## config.mk

```make
export PLATFORM = sky130hd
export DESIGN_NAME = kpa_access
export DESIGN_NICKNAME = d
export VERILOG_FILES = /design/src/design/kpa_pkg.sv /design/src/design/kpa_access.sv /design/src/design/kpa_key_sync.sv
export VERILOG_INCLUDE_DIRS = /design/src /design/src/design
export SDC_FILE = /design/constraint.sdc
export NUM_CORES = 1
export LEC_CHECK = 0
export BUFFER_PORTS_ARGS = -buffer_cell sky130_fd_sc_hd__buf_4
export CAP_MARGIN = 0
export CORE_MARGIN = 2
export CORE_UTILIZATION = 25
export CTS_CLUSTER_DIAMETER = 40
export DETAILED_ROUTE_END_ITERATION = 7
export GPL_ROUTABILITY_DRIVEN = 0
export SLEW_MARGIN = 40
export SYNTH_ARGS = -nofsm -noshare
export SYNTH_HDL_FRONTEND = slang
export SYNTH_SLANG_ARGS = --single-unit
```

## constraint.sdc

```tcl
create_clock -name ref_clk -period 10.1 [get_ports ref_clk]
set_clock_uncertainty 0.05 [all_clocks]
set_input_delay 1.01 -clock ref_clk [delete_from_list [all_inputs] [get_ports ref_clk]]
set_output_delay 1.01 -clock ref_clk [all_outputs]
set_load 0.005 [all_outputs]
```

## src/design/kpa_defines.svh

```systemverilog
// Constants for the keypad parameter access and security block.
// Assumes inclusion by bare name from design files.
`ifndef KPA_DEFINES_SVH
`define KPA_DEFINES_SVH

`define KPA_NUM_MENUS 17
`define KPA_MAX_PARAM 6'h3F
`define KPA_CODE_L1 10'h095
`define KPA_CODE_L2 10'h0C8
`define KPA_CODE_SAVE 10'h001
`define KPA_CODE_DEF4Q 10'h0E9
`define KPA_CODE_DEF1Q 10'h0FF
`define KPA_CODE_MAX 10'h0FF
`define KPA_MENU_MISC 5'h0B
`define KPA_MENU_THR 5'h0C
`define KPA_PAR_BAUD 6'h0C
`define KPA_PAR_SMODE 6'h0D
`define KPA_PAR_SEC 6'h11
`define KPA_PAR_THR1 6'h07
`define KPA_PAR_THR2 6'h0C
`define KPA_PAR_UPTR_LO 6'h01
`define KPA_PAR_UPTR_HI 6'h0A

`endif

```

## src/design/kpa_pkg.sv

```systemverilog
// Types shared by the keypad parameter access block.
// Assumes kpa_defines.svh supplies the numeric constants.
package kpa_pkg;

    typedef enum logic [2:0] {
        KPA_NONE = 3'b001,
        KPA_L1 = 3'b010,
        KPA_L2 = 3'b100
    } kpa_level_t;

    typedef enum logic [2:0] {
        KPA_BROWSE = 3'b001,
        KPA_EDIT = 3'b010,
        KPA_VIEW = 3'b100
    } kpa_state_t;

    typedef struct packed {
        logic left;
        logic right;
        logic up;
        logic down;
        logic mode;
        logic reset;
    } kpa_keys_t;

    typedef struct packed {
        logic [4:0] menu;
        logic [5:0] param;
    } kpa_index_t;

    typedef struct packed {
        logic visible;
        logic writable;
        logic prog_input;
        logic free_group;
    } kpa_attr_t;

endpackage : kpa_pkg

```

## src/design/kpa_access.sv

```systemverilog
// Keypad navigation, editing and security control for the drive parameters.
// Assumes the parameter store answers attributes and data for the shown index
// combinationally, and accepts write, save, default and apply strobes.
//
// What this block does
// Menus and visible parameters readable without code.
// Invisible parameters need the correct code.
// Each menu recalls its last selected parameter.
// Level 3 code protects everything from power-on.
// LEFT/RIGHT step menu, UP/DOWN parameter.
// MODE, UP/DOWN while flashing, MODE accepts.
// Serial and threshold destinations apply after RESET.
// Unsaved values live only in volatile storage.
// Parameter zero at 001 plus RESET saves.
// 233 (four-quadrant) or 255 (one-quadrant) plus RESET restores defaults.
// Flash only when writable, not input-controlled.
// Read-only or locked data stays steady.
// Free group writable at power-on without level 3.
// Code 149 unlocks visible read-write parameters.
// Code 200 unlocks all read-write parameters.
// Saved security code 0 removes all protection.
// Saved security code 149 restores level 1.
// Level 3 code 1 to 255, not 149.
// Saved level 3 code denies even reads.
// After level 3, level 1 or 2 code next.
// Level 1 failing means level 3 protects.
// Unknown code leaves access level unchanged.
`timescale 1ns/1ps
`default_nettype none
`include "kpa_defines.svh"
module kpa_access
    import kpa_pkg::*;
(
    // Clock and reset
    input wire logic ref_clk,
    input wire logic srst,
    // Keypad pins
    input wire kpa_keys_t keys_pin,
    // Drive four-quadrant strap, a static level
    input wire logic four_quad,
    // Parameter store lookup for the shown index
    input wire kpa_attr_t attr,
    input wire logic [9:0] store_data,
    // Saved security code from non-volatile storage, valid after power-on
    input wire logic [9:0] saved_sec_code,
    // Display
    output kpa_index_t disp_index,
    output logic [9:0] disp_data,
    output logic disp_flash,
    output logic disp_blank,
    // Parameter store commands
    output logic wr_strobe,
    output kpa_index_t wr_index,
    output logic [9:0] wr_data,
    output logic save_strobe,
    output logic default_strobe,
    output logic default_four_quad,
    output logic apply_deferred
);
    kpa_keys_t key;
    kpa_state_t state;
    kpa_state_t next_state;
    kpa_level_t level;
    kpa_level_t next_level;
    logic l3_ok;
    logic next_l3_ok;
    logic [9:0] sec_code;
    logic [9:0] next_sec_code;
    logic sec_loaded;
    logic next_sec_loaded;
    logic [9:0] edit_val;
    logic [9:0] next_edit_val;
    logic [4:0] menu;
    logic [4:0] next_menu;
    logic [5:0] last_param [`KPA_NUM_MENUS];
    logic [5:0] cur_param;
    logic [5:0] next_param;
    logic param_we;
    logic [9:0] zero_val;
    logic [9:0] next_zero_val;
    logic deferred;
    logic next_deferred;
    logic fq_sampled;
    logic next_fq_sampled;
    logic fq_meta;
    logic [9:0] pend_sec;
    logic [9:0] next_pend_sec;
    logic wr_pulse;
    logic save_pulse;
    logic def_pulse;
    logic apply_pulse;
    logic reset_seen;
    logic [9:0] next_out_data;
    logic next_out_flash;
    logic can_write;
    logic can_read;
    logic l3_set;
    logic at_zero;
    logic at_sec;

    kpa_key_sync u_sync (
        .ref_clk(ref_clk),
        .srst(srst),
        .keys_pin(keys_pin),
        .key_press(key)
    );

    function automatic logic is_deferred(input logic [4:0] m, input logic [5:0] p);
        is_deferred = (m == `KPA_MENU_MISC && (p == `KPA_PAR_BAUD || p == `KPA_PAR_SMODE))
            || (m == `KPA_MENU_THR && (p == `KPA_PAR_THR1 || p == `KPA_PAR_THR2));
    endfunction : is_deferred

    assign cur_param = last_param[menu];
    assign at_zero = (cur_param == 6'h00);
    assign at_sec = (menu == `KPA_MENU_MISC) && (cur_param == `KPA_PAR_SEC);
    // Any code other than 0 and 149 is a private code.
    assign l3_set = sec_loaded && sec_code != 10'h000 && sec_code != `KPA_CODE_L1;
    // Parameter zero is the code entry point and stays reachable.
    assign can_read = at_zero || ((!l3_set || l3_ok)
        && (attr.visible || level == KPA_L2 || sec_code == 10'h000));

    always_comb
    begin
        can_write = 1'b0;
        if (at_zero)
            can_write = 1'b1;
        else if (!attr.writable || attr.prog_input || !can_read)
            can_write = 1'b0;
        else if (sec_loaded && sec_code == 10'h000)
            can_write = 1'b1;
        else if (level == KPA_L2)
            can_write = 1'b1;
        else if (level == KPA_L1 && attr.visible)
            can_write = 1'b1;
        else if (attr.free_group && !l3_set)
            can_write = 1'b1;
    end

    always_comb
    begin
        next_state = state;
        next_level = level;
        next_l3_ok = l3_ok;
        next_sec_code = sec_code;
        next_sec_loaded = 1'b1;
        next_edit_val = edit_val;
        next_menu = menu;
        next_param = cur_param;
        param_we = 1'b0;
        next_zero_val = zero_val;
        next_deferred = deferred;
        next_fq_sampled = fq_sampled;
        wr_pulse = 1'b0;
        save_pulse = 1'b0;
        def_pulse = 1'b0;
        apply_pulse = 1'b0;
        reset_seen = key.reset;
        if (!sec_loaded)
        begin
            next_sec_code = saved_sec_code;
            next_fq_sampled = fq_meta;
        end
        unique case (state)
            KPA_BROWSE:
            begin
                if (key.left || key.right)
                begin
                    if (key.right)
                        next_menu = (menu == 5'(`KPA_NUM_MENUS - 1)) ? 5'h00 : menu + 5'h01;
                    else
                        next_menu = (menu == 5'h00) ? 5'(`KPA_NUM_MENUS - 1) : menu - 5'h01;
                end
                else if (key.up || key.down)
                begin
                    param_we = 1'b1;
                    if (key.up)
                        next_param = (cur_param == `KPA_MAX_PARAM) ? 6'h00 : cur_param + 6'h01;
                    else
                        next_param = (cur_param == 6'h00) ? `KPA_MAX_PARAM : cur_param - 6'h01;
                end
                else if (key.mode && can_read)
                begin
                    // Editing starts from the value on show.
                    next_edit_val = next_out_data;
                    next_state = can_write ? KPA_EDIT : KPA_VIEW;
                end
                else if (reset_seen)
                begin
                    if (at_zero && zero_val == `KPA_CODE_SAVE)
                    begin
                        save_pulse = 1'b1;
                        next_sec_code = pend_sec;
                    end
                    if (at_zero && ((zero_val == `KPA_CODE_DEF4Q && fq_sampled)
                        || (zero_val == `KPA_CODE_DEF1Q && !fq_sampled)))
                        def_pulse = 1'b1;
                    if (deferred)
                        apply_pulse = 1'b1;
                    next_deferred = 1'b0;
                    next_zero_val = 10'h000;
                end
            end
            KPA_EDIT:
            begin
                if (key.up && edit_val != 10'h3FF)
                    next_edit_val = edit_val + 10'h001;
                else if (key.down && edit_val != 10'h000)
                    next_edit_val = edit_val - 10'h001;
                else if (key.mode)
                begin
                    next_state = KPA_BROWSE;
                    if (at_zero)
                    begin
                        next_zero_val = edit_val;
                        if (l3_set && !l3_ok)
                        begin
                            if (edit_val == sec_code)
                                next_l3_ok = 1'b1;
                        end
                        else if (edit_val == `KPA_CODE_L2)
                            next_level = KPA_L2;
                        else if (edit_val == `KPA_CODE_L1 && level != KPA_L2)
                            next_level = KPA_L1;
                        // Other values keep the level as it stands.
                    end
                    else if (at_sec && (edit_val > `KPA_CODE_MAX))
                        next_state = KPA_BROWSE;
                    else
                    begin
                        wr_pulse = 1'b1;
                        if (is_deferred(menu, cur_param))
                            next_deferred = 1'b1;
                    end
                end
            end
            KPA_VIEW:
            begin
                if (key.mode || key.left || key.right || key.up || key.down)
                    next_state = KPA_BROWSE;
            end
            default:
                next_state = KPA_BROWSE;
        endcase
        if (srst)
        begin
            next_state = KPA_BROWSE;
            next_level = KPA_NONE;
            next_l3_ok = 1'b0;
            next_sec_loaded = 1'b0;
            next_sec_code = 10'h000;
            next_menu = 5'h00;
            next_zero_val = 10'h000;
            next_deferred = 1'b0;
            param_we = 1'b0;
        end
    end

    always_ff @(posedge ref_clk)
    begin
        state <= next_state;
        level <= next_level;
        l3_ok <= next_l3_ok;
        sec_code <= next_sec_code;
        sec_loaded <= next_sec_loaded;
        edit_val <= next_edit_val;
        menu <= next_menu;
        zero_val <= next_zero_val;
        deferred <= next_deferred;
        fq_sampled <= next_fq_sampled;
        fq_meta <= four_quad;
    end

    // Last-parameter memory, cleared at power-on reset.
    always_ff @(posedge ref_clk)
    begin
        for (int i = 0; i < `KPA_NUM_MENUS; i++)
        begin
            if (srst)
                last_param[i] <= 6'h00;
            else if (param_we && menu == 5'(i))
                last_param[i] <= next_param;
        end
    end

    // The new code only takes hold once saved.
    always_comb
    begin
        next_pend_sec = pend_sec;
        if (wr_pulse && at_sec)
            next_pend_sec = edit_val;
        if (srst || !sec_loaded)
            next_pend_sec = saved_sec_code;
    end

    always_ff @(posedge ref_clk)
    begin
        pend_sec <= next_pend_sec;
    end

    always_comb
    begin
        next_out_data = store_data;
        next_out_flash = 1'b0;
        if (state == KPA_EDIT)
        begin
            next_out_data = edit_val;
            next_out_flash = 1'b1;
        end
        else if (at_zero)
            next_out_data = zero_val;
        else if (at_sec && level == KPA_L2)
            next_out_data = sec_code == 10'h000 ? pend_sec : `KPA_CODE_L1;
        if (srst)
        begin
            next_out_data = 10'h000;
            next_out_flash = 1'b0;
        end
    end

    always_ff @(posedge ref_clk)
    begin
        disp_data <= next_out_data;
        disp_flash <= next_out_flash;
        disp_blank <= srst ? 1'b0 : !can_read;
        wr_strobe <= srst ? 1'b0 : wr_pulse;
        wr_index <= srst ? '0 : {menu, cur_param};
        wr_data <= srst ? 10'h000 : edit_val;
        save_strobe <= srst ? 1'b0 : save_pulse;
        default_strobe <= srst ? 1'b0 : def_pulse;
        default_four_quad <= srst ? 1'b0 : fq_sampled;
        apply_deferred <= srst ? 1'b0 : apply_pulse;
    end

    assign disp_index = '{menu: menu, param: cur_param};
endmodule : kpa_access
`default_nettype wire

```

## src/design/kpa_key_sync.sv

```systemverilog
// Two-flop synchroniser and rising-edge detector for the keypad keys.
// Assumes the keys are raw, debounced pin levels from outside ref_clk.
`timescale 1ns/1ps
`default_nettype none
module kpa_key_sync
    import kpa_pkg::*;
(
    // Clock and reset
    input wire logic ref_clk,
    input wire logic srst,
    // Raw keys and press pulses
    input wire kpa_keys_t keys_pin,
    output kpa_keys_t key_press
);
    kpa_keys_t meta;
    kpa_keys_t sync;
    kpa_keys_t prev;
    kpa_keys_t next_meta;
    kpa_keys_t next_sync;
    kpa_keys_t next_prev;

    always_comb
    begin
        next_meta = keys_pin;
        next_sync = meta;
        next_prev = sync;
        if (srst)
        begin
            next_meta = '0;
            next_sync = '0;
            next_prev = '0;
        end
    end

    always_ff @(posedge ref_clk)
    begin
        meta <= next_meta;
        sync <= next_sync;
        prev <= next_prev;
    end

    // A press is one pulse on the rising edge of the synchronised key.
    assign key_press = sync & ~prev;
endmodule : kpa_key_sync
`default_nettype wire

```

# Word level (Yosys, flattened, before mapping)
# Memory sizes are Yosys's and may differ from the RTL's. A register that Yosys moved wholly into a read port is not among the register bits.
# Index checks and enable logic that the tools add are counted.
op_classes:
  eq_ne: 49
  mux: 153
  bitwise_logic: 24
  addsub: 6
  magnitude_cmp: 1
  reduce_logical: 77
ops:
  columns: ["op", "count"]
  rows:
  - ["two-way mux 10 bit", 27]
  - ["two-way mux 6 bit", 23]
  - ["two-way mux 1 bit", 84]
  - ["== test 10 x 8 -> 1 bit (second input constant)", 4]
  - ["== test 5 x 4 -> 1 bit (second input constant)", 8]
  - ["case mux 10 bit (2 select lines)", 2]
  - ["logical AND 1 bit", 38]
  - ["two-way mux 3 bit", 10]
  - ["inequality test 2 bit (second input constant)", 13]
  - ["two-way mux 5 bit", 5]
  - ["AND reduction 7 bit", 3]
  - ["== test 5 x 3 -> 1 bit (second input constant)", 4]
  - ["nonzero test 10 bit", 2]
  - ["logical OR 1 bit", 17]
  - ["OR 1 bit", 17]
  - ["== test 6 x 4 -> 1 bit (second input constant)", 2]
  - ["AND reduction 11 bit", 1]
  - ["adder 10 x 1 -> 10 bit (second input constant)", 1]
  - ["== test 10 x 1 -> 1 bit (second input constant)", 1]
  - ["== test 10 bit", 1]
  - ["== test 5 x 2 -> 1 bit (second input constant)", 2]
  - ["greater-than comparator 10 x 8 -> 1 bit (second input constant)", 1]
  - ["logical NOT 10 bit", 1]
  - ["inequality test 10 bit (second input constant)", 1]
  - ["other kinds (28)", 42]
totals:
  memories: 1
  out_inout_bits: 49
  mem_bits_rw: 102
  ff_bits: 112
  word_cells: 352
memory_table:
  columns: ["memory", "depth", "width", "read_ports", "rd_ports_with_merged_regs", "wr", "line_no", "rtl"]
  rows:
  - ["last_param", 17, 6, 1, 1, 17, "kpa_access.sv:75", "logic [5:0] last_param [`KPA_NUM_MENUS];"]

# Depth between registers and ports, before layout
# Gate-level depths: netlist (run 1).
depth:
  depth_word: 16
  mapped_depth: 15

# Hierarchy
# A second synthesis (run 1) with hierarchy kept.
unflattened:
  hier_cells: 950
  hier_area_um2: 10352.4
by_module_without_submodules:
  columns: ["module", "cells_per_inst", "n_inst", "area_each_um2"]
  rows:
  - ["kpa_access", 907, 1, 9825.7]
  - ["kpa_key_sync", 43, 1, 526.8]

# Worst setup path before layout (run 1)
# Ideal clock, no wire load.
synth_path:
  path_kind: "reg-to-reg"
  startpoint: "register with a tool-made name"
  endpoint: "register edit_val[2] (data pin)"
  setup_ps: 271
  stages_incl_launch_ff: 14
  n_path_buf: 2
  arrival_ps: 3261
  t_required_ps: 9779
  slack_ps: 6518
  path_cell_list: "dfxtp_1 > buf_6 > buf_6 > mux4_2 > mux2i_1 > a221o_1 > ha_1 > nand2_1 > or3_1 > or3_1 > nor3_2 > a31oi_1 > mux2i_1 > o22ai_1"
synth_lines:
  columns: ["item", "line_no", "rtl"]
  rows:
  - ["to (signal assigned)", "kpa_access.sv:265", "edit_val <= next_edit_val;"]
  - ["to (decl)", "kpa_access.sv:71", "logic [9:0] edit_val;"]

==> metrics.yaml, run 1 <==
timing:
  hold_slack_ns: 0.357
  post-route-period-util_pct: 44.9
  setup_viol: 0
  post-route-min-period_ns: 4.54
  final.setup.tns_ns: 0
  rsz0062_at_grt: "no"
  fmax_ghz: 0.220
  slew_headroom_pct: 48.1
  hold_violations: 0
  worst_pin_slew_ns: 0.778
  drv_slew: 0
cts:
  cts_tree: "built"
  cts_buffer_depth: 3
  holdBufCountCts: 0
  cts-root-buf: "clkbuf_16"
  clk_latency_ns: 0.51
  cts.sinks: 219
  numCtsBuffers: 35
  cts_resized: 0
  post_cts_buffers: 0
  clk_pin_slew_ns: 0.06
  cts_max_level: 2
place:
  port_buffers: 81
  post-dp-hpwl_um: 20800
  dp.cells: 1485
  dpl-instance-area_mm2: 0.0113
critical_path:
  r2r_setup_slack_ns: 5.56
  worstPathRequired_ns: 10.41
  critPathArrivalTime_ns: 4.85
  worstPathMaxFanout: 21
  setup.worst_path.start_class: "flop"
  endpoint_kind: "flop"
  crit_type: "flop to flop"
synthesis:
  synth.yosys.seq_area_share_pct: 55.3
  syn_nets: 972
  synthTopCellsByCount: "nor2_1 (152), edfxtp_1 (123), dfxtp_1 (96)"
  async_flop_share_pct: 0
  netlist_area_mm2: 0.0101
  yosys_warnings: 0
  synth_top_family_by_area: "simple AND/OR/NAND/NOR gates"
  synth-simple-area-share_pct: 17.9
  ys_ff_latch: 219
  synth_area_leaders: "edfxtp_1 (36%), dfxtp_1 (19%), nor2_1 (5.6%)"
  yosys.area.top_type: "edfxtp_1"
  yosysUniqueCellTypes: 71
  synthAdderAreaFrac_pct: 2.42
  syn_avg_cell_area_um2: 11.0
  netlist_instances: 920
  synthFlopType: "edfxtp_1"
  synth_edf_count: 123
  synthXorXnorAreaFrac_pct: 1.64
  synth_top_area_share_pct: 36.4
  synth_most_common_cell: "nor2_1"
  synth_compound_area_share_pct: 9.73
  synth.area.mux_share_pct: 9.78
floorplan:
  fp-row-count: 73
  coreArea_mm2: 0.0399
  die_h_um: 205
  fp.dieW_um: 205
  start_util_pct: 25.4
  pin_count: 82
  die_area_mm2: 0.0422
worst_hold_path:
  hold_path_class: "flop to flop"
power_and_ir_drop:
  power_frac_clock_pct: 46.4
  combPwrFrac_pct: 14.6
  intPower_mw: 1.87
  p_switching_uw: 723
  p_leak_nw: 4.67
  p_seq_share_pct: 39.0
  power_density_mw_per_mm2: 207
  vdd_ir_drop_max_mv: 0.123
  switching_share_pct: 27.9
global_route:
  grt_max_degree: 44
  antenna_found_initial: 0
  grt_pass1_wl_um: 44600
  grt_usage_pct: 13.8
  grt_pass1_vias: 7535
  gr-total-overflow: 0
detailed_routing:
  drt_wl_total_um: 29100
  drtAntennaViolNets: 0
  drtPass1Iterations: 7
  vias_per_cell: 4.88
  drt_first_iter_violations: 691
  vias: 7556
  wl_per_cell_um: 18.8
  drc_errors: 0
layout:
  drive_gt1_share_pct: 22.5
  fin_cells: 1548
  nets: 1049
  antenna_cells: 0
  area_growth_pct: 23.3
  final_area_mm2: 0.0125
run:
  drv_cap: 0
status:
  status: "complete, no violations"
## final timing paths
kind / cells after the start / endpoint / from
hold / removal: 0 / fq_sampled$_DFFE_PN_ / fq_meta$_DFF_P_
hold reg to reg: 0 / fq_sampled$_DFFE_PN_ / fq_meta$_DFF_P_
setup reg to reg: 9 / sec_code[4]$_SDFF_PP0_ / flop
setup / recovery: 9 / sec_code[4]$_SDFF_PP0_ / flop
## registers in the layout (all words and copies together) (netlist names), 3 cells and up, named ones only
name and cells:
last_param 102, wr_data 10, u_sync.sync 6, zero_val 10, sec_code 10, u_sync.meta 6
edit_val 10, pend_sec 10, level 3, menu 5, state 3, u_sync.prev 6
wr_index 11, disp_data 10
## through the flow
| step | worst slack, ns | utilization [%] | power, mW |
|---|---|---|---|
| 3_3_place_gp | 5.58 | 28.2 | 1.39 |
| 4_1_cts | 5.63 | 31.3 | 2.61 |
| 5_1_grt | 5.32 | 31.3 | 2.69 |
| 2_1_floorplan | 6.52 | - | 1.25 |
| 6_report | 5.56 | 31.3 | 2.60 |
| 3_5_place_dp | 5.66 | 28.3 | 1.41 |
## cell families (layout without fill, tap and decap cells)
kind of cell    after synthesis  count (layout)
flops                       219             219
xor+xnor                     19              19
mux                          66              66
buf+inv                      72             175
compound gates              140             140
fa+ha+maj                    19              19
simple gates                385             385
## power by group through the flow
| stage | Combinational (mW) | Sequential, mW | Clock [mW] |
|---|---|---|---|
| 2_1_floorplan | 0.236 | 1.02 | 0 |
| 3_3_place_gp | 0.365 | 1.03 | 0 |
| 3_5_place_dp | 0.377 | 1.03 | 0 |
| 4_1_cts | 0.379 | 1.01 | 1.22 |
| 5_1_grt | 0.408 | 1.02 | 1.27 |
| 6_report | 0.379 | 1.01 | 1.20 |
## cell type report
class,count,area [um2]
Multi-Input combinational cell,629,4280
Fill cell,3979,27400
Tap cell,525,657
Clock inverter,20,186
Timing Repair Buffer,91,683
Sequential cell,219,5620
Clock buffer,43,1010
Inverter,21,78.8
## placed cells by master, fill, tap and decap left out, drive strengths merged, types with 28 or more instances in the layout
| cell | count |
|---|---|
| mux2i | 30 |
| nor2 | 152 |
| edfxtp | 123 |
| nor2b | 41 |
| nand3 | 28 |
| buf | 91 |
| nand2 | 87 |
| inv | 29 |
| a21oi | 35 |
| dfxtp | 96 |
| clkbuf | 43 |
## critical path, stage by stage (launching register included)
cell	delay, ns
dfxtp_1	0.80
mux4_2	0.59
o22ai_1	0.18
a221o_1	0.38
clkinv_1	0.33
nor4_4	0.60
nand2_2	0.39
or4_4	0.80
nor2_1	0.19
a211oi_2	0.06
## routing by layer
layer	wire length, um	vias up	track usage (%)	part of all wire (%)
met5	0	-	0	0
li1	-	3500	-	-
met4	808	0	4.39	2.8
met3	2010	68	2.90	6.9
met1	12100	3693	17.5	42
met2	14100	295	23.3	49
No activity file was read; power rests on OpenSTA's default activity.
==> inputs of run 2 (changes only) <==
clock period = 4.41 ns   (was 10.1 ns; I/O delays follow)
==> metrics.yaml, run 2 (synthesis results as in run 1) <==
layout:
  largest_registers: "last_param (102), wr_index (11)"
  fin_cells: 1574  # +1.7%
  fillers: 4006  # +0.68%
  nets: 1071  # +2.1%
  regMostFlops: "last_param"
  final_area_mm2: 0.0127  # +1.5%
  layout_common_cells: "nor2_1 (151), edfxtp_1 (123), buf_4 (110)"
  largest_reg_flops: 102  # unchanged
  final_common_cell: "nor2_1"
  drive_gt1_share_pct: 23.6  # +1.1 points
  area_growth_pct: 25.2
detailed_routing:
  drc_errors: 0  # unchanged
  vias: 7680  # +1.6%
  drtPass1Iterations: 5  # -2
  drt_wl_total_um: 29700  # +2.0%
  wl_per_cell_um: 18.8  # +0.27%
  drtAntennaViolNets: 0  # unchanged
  drt_first_iter_violations: 680  # -1.6%
  vias_per_cell: 4.88  # about the same
floorplan:
  die_h_um: 205  # unchanged
  fp.dieW_um: 205  # unchanged
  coreArea_mm2: 0.0399  # unchanged
  pin_count: 82  # unchanged
  start_util_pct: 25.4  # unchanged
  fp-row-count: 73  # unchanged
  die_area_mm2: 0.0422  # unchanged
critical_path:
  crit_family: "compound AO/OA/AOI/OAI gates"
  r2r_setup_slack_ns: 0.40  # -5.16 ns
  setup.worst_path.start_class: "flop"
  worstPathRequired_ns: 4.60  # -5.81 ns
  reg2regPathDepth: 14  # +5
  slowest_stage: "dfxtp_1"
  crit_buf_inv: 3  # +2
  critPathArrivalTime_ns: 4.19  # -0.66 ns
  critPathMaxStageDelay_ns: 0.69  # -0.11 ns
  crit_cells: 14  # +5
  crit_chain: "buf_4 > mux4_2 > o22ai_1 > a221o_1 > inv_1 > ha_1 > nand2_1 > or3_1 > or3_1 > nor3_2 > buf_4 > a311oi_1 > a21oi_1 > o22ai_1"
  endpoint_kind: "flop"
  crit_type: "flop to flop"
  worstPathMaxFanout: 11  # -48%
worst_hold_path:
  holdPathStages: 2  # +2
  hold_path_class: "input port to flop"
  min_from: "keys_pin[5]"
place:
  port_buffers: 81  # unchanged
  post-dp-hpwl_um: 21400  # +3.0%
  dp.cells: 1504  # +1.3%
  dpl-instance-area_mm2: 0.0114  # +0.70%
timing:
  post-route-min-period_ns: 4.01  # -0.533 ns
  final.setup.tns_ns: 0  # unchanged
  rsz0062_at_grt: "no"
  post-route-period-util_pct: 90.8  # +46 points
  fmax_ghz: 0.250  # +13%
  slew_headroom_pct: 47.9  # -0.18 points
  worst_pin_slew_ns: 0.781  # +0.00274 ns
  hold_violations: 0  # unchanged
  drv_slew: 0  # unchanged
  setup_viol: 0  # unchanged
power_and_ir_drop:
  p_leak_nw: 4.82  # +3.2%
  vdd_ir_drop_max_mv: 0.239  # +95%
  power_density_mw_per_mm2: 483  # +130%
global_route:
  grt_pass1_wl_um: 44800  # +0.57%
  grt_usage_pct: 14.0  # +0.26 points
  antenna_found_initial: 1  # +1
  gr-total-overflow: 0  # unchanged
  grtUsageMet1_pct: 18.2  # +0.73 points
  grt_pass1_vias: 7478  # -0.76%
  grt_util_met2_pct: 22.8  # -0.55 points
  grt-busiest-layer: "met2"
  grt_max_degree: 58  # +32%
  use_met3_pct: 3.42  # +0.52 points
run:
  drv_cap: 0  # unchanged
cts:
  clk_pin_slew_ns: 0.06  # about the same
  clk_latency_ns: 0.52  # about the same
  cts_tree: "built"
  cts_buffer_depth: 3  # unchanged
  numCtsBuffers: 37  # +5.7%
  cts-root-buf: "clkbuf_16"
  cts_max_level: 2  # unchanged
  cts_resized: 0  # unchanged
  cts.sinks: 219  # unchanged
status:
  status: "complete, no violations"
-- run 2: cell count changes in the layout (fill, tap and decap cells not counted), moves of 2 or more --
cell,previous run,this run
a21oi_1,33,35
a31oi_1,7,9
a31oi_4,2,0
buf_4,91,110
clkinv_1,2,4
clkinv_4,3,7
clkinvlp_4,5,1
inv_4,2,0
-- run 2: repair_timing --
item,in CTS,in global routing
hold buffers,1,0
buffers inserted,0,0
endpoints found under the hold margin,1,0
setup endpoints to repair,0,0
-- run 2: layout make-up --
type	instances	area (um2)	area share, %
Multi-Input combinational cell	629	4220	33.2
Clock inverter	23	241	1.90
Tap cell	525	657	5.17
Inverter	21	78.8	0.621
Antenna cell	1	2.50	0.0197
Clock buffer	45	1050	8.27
Timing Repair Buffer	111	836	6.58
Sequential cell	219	5620	44.2
-- run 2: stage by stage --
step / setup slack, ns / total power, mW / utilization (%) / hold slack [ns]
finish: 0.405 / 6.14 / 31.8 / 0.0929
global route: 0.177 / 6.36 / 31.8 / 0.0969
CTS: 0.250 / 6.18 / 31.8 / 0.0845
detailed placement: 0.286 / 3.24 / 28.5 / 0.339
global placement: 0.311 / 3.23 / 28.5 / 0.339
floorplan: 0.828 / 2.87 / - / 0.336
-- run 2: power by group --
part / internal [mW] / switching [mW]
Sequential: 2.25 / 0.0726
Combinational: 0.333 / 0.546
Clock: 1.85 / 1.08
-- run 2: path summary, 6_finish.rpt --
path / end
hold / removal: u_sync.meta[5]$_SDFF_PP0_
setup / recovery: edit_val[0]$_DFFE_PP_
hold reg to reg: fq_sampled$_DFFE_PN_
setup reg to reg: edit_val[0]$_DFFE_PP_
-- run 2: per-layer routing --
metal	vias to the layer above	share of wire (%)
met5	-	0
met4	0	2.7
met3	46	7.9
met2	332	47
met1	3745	42
li1	3557	-
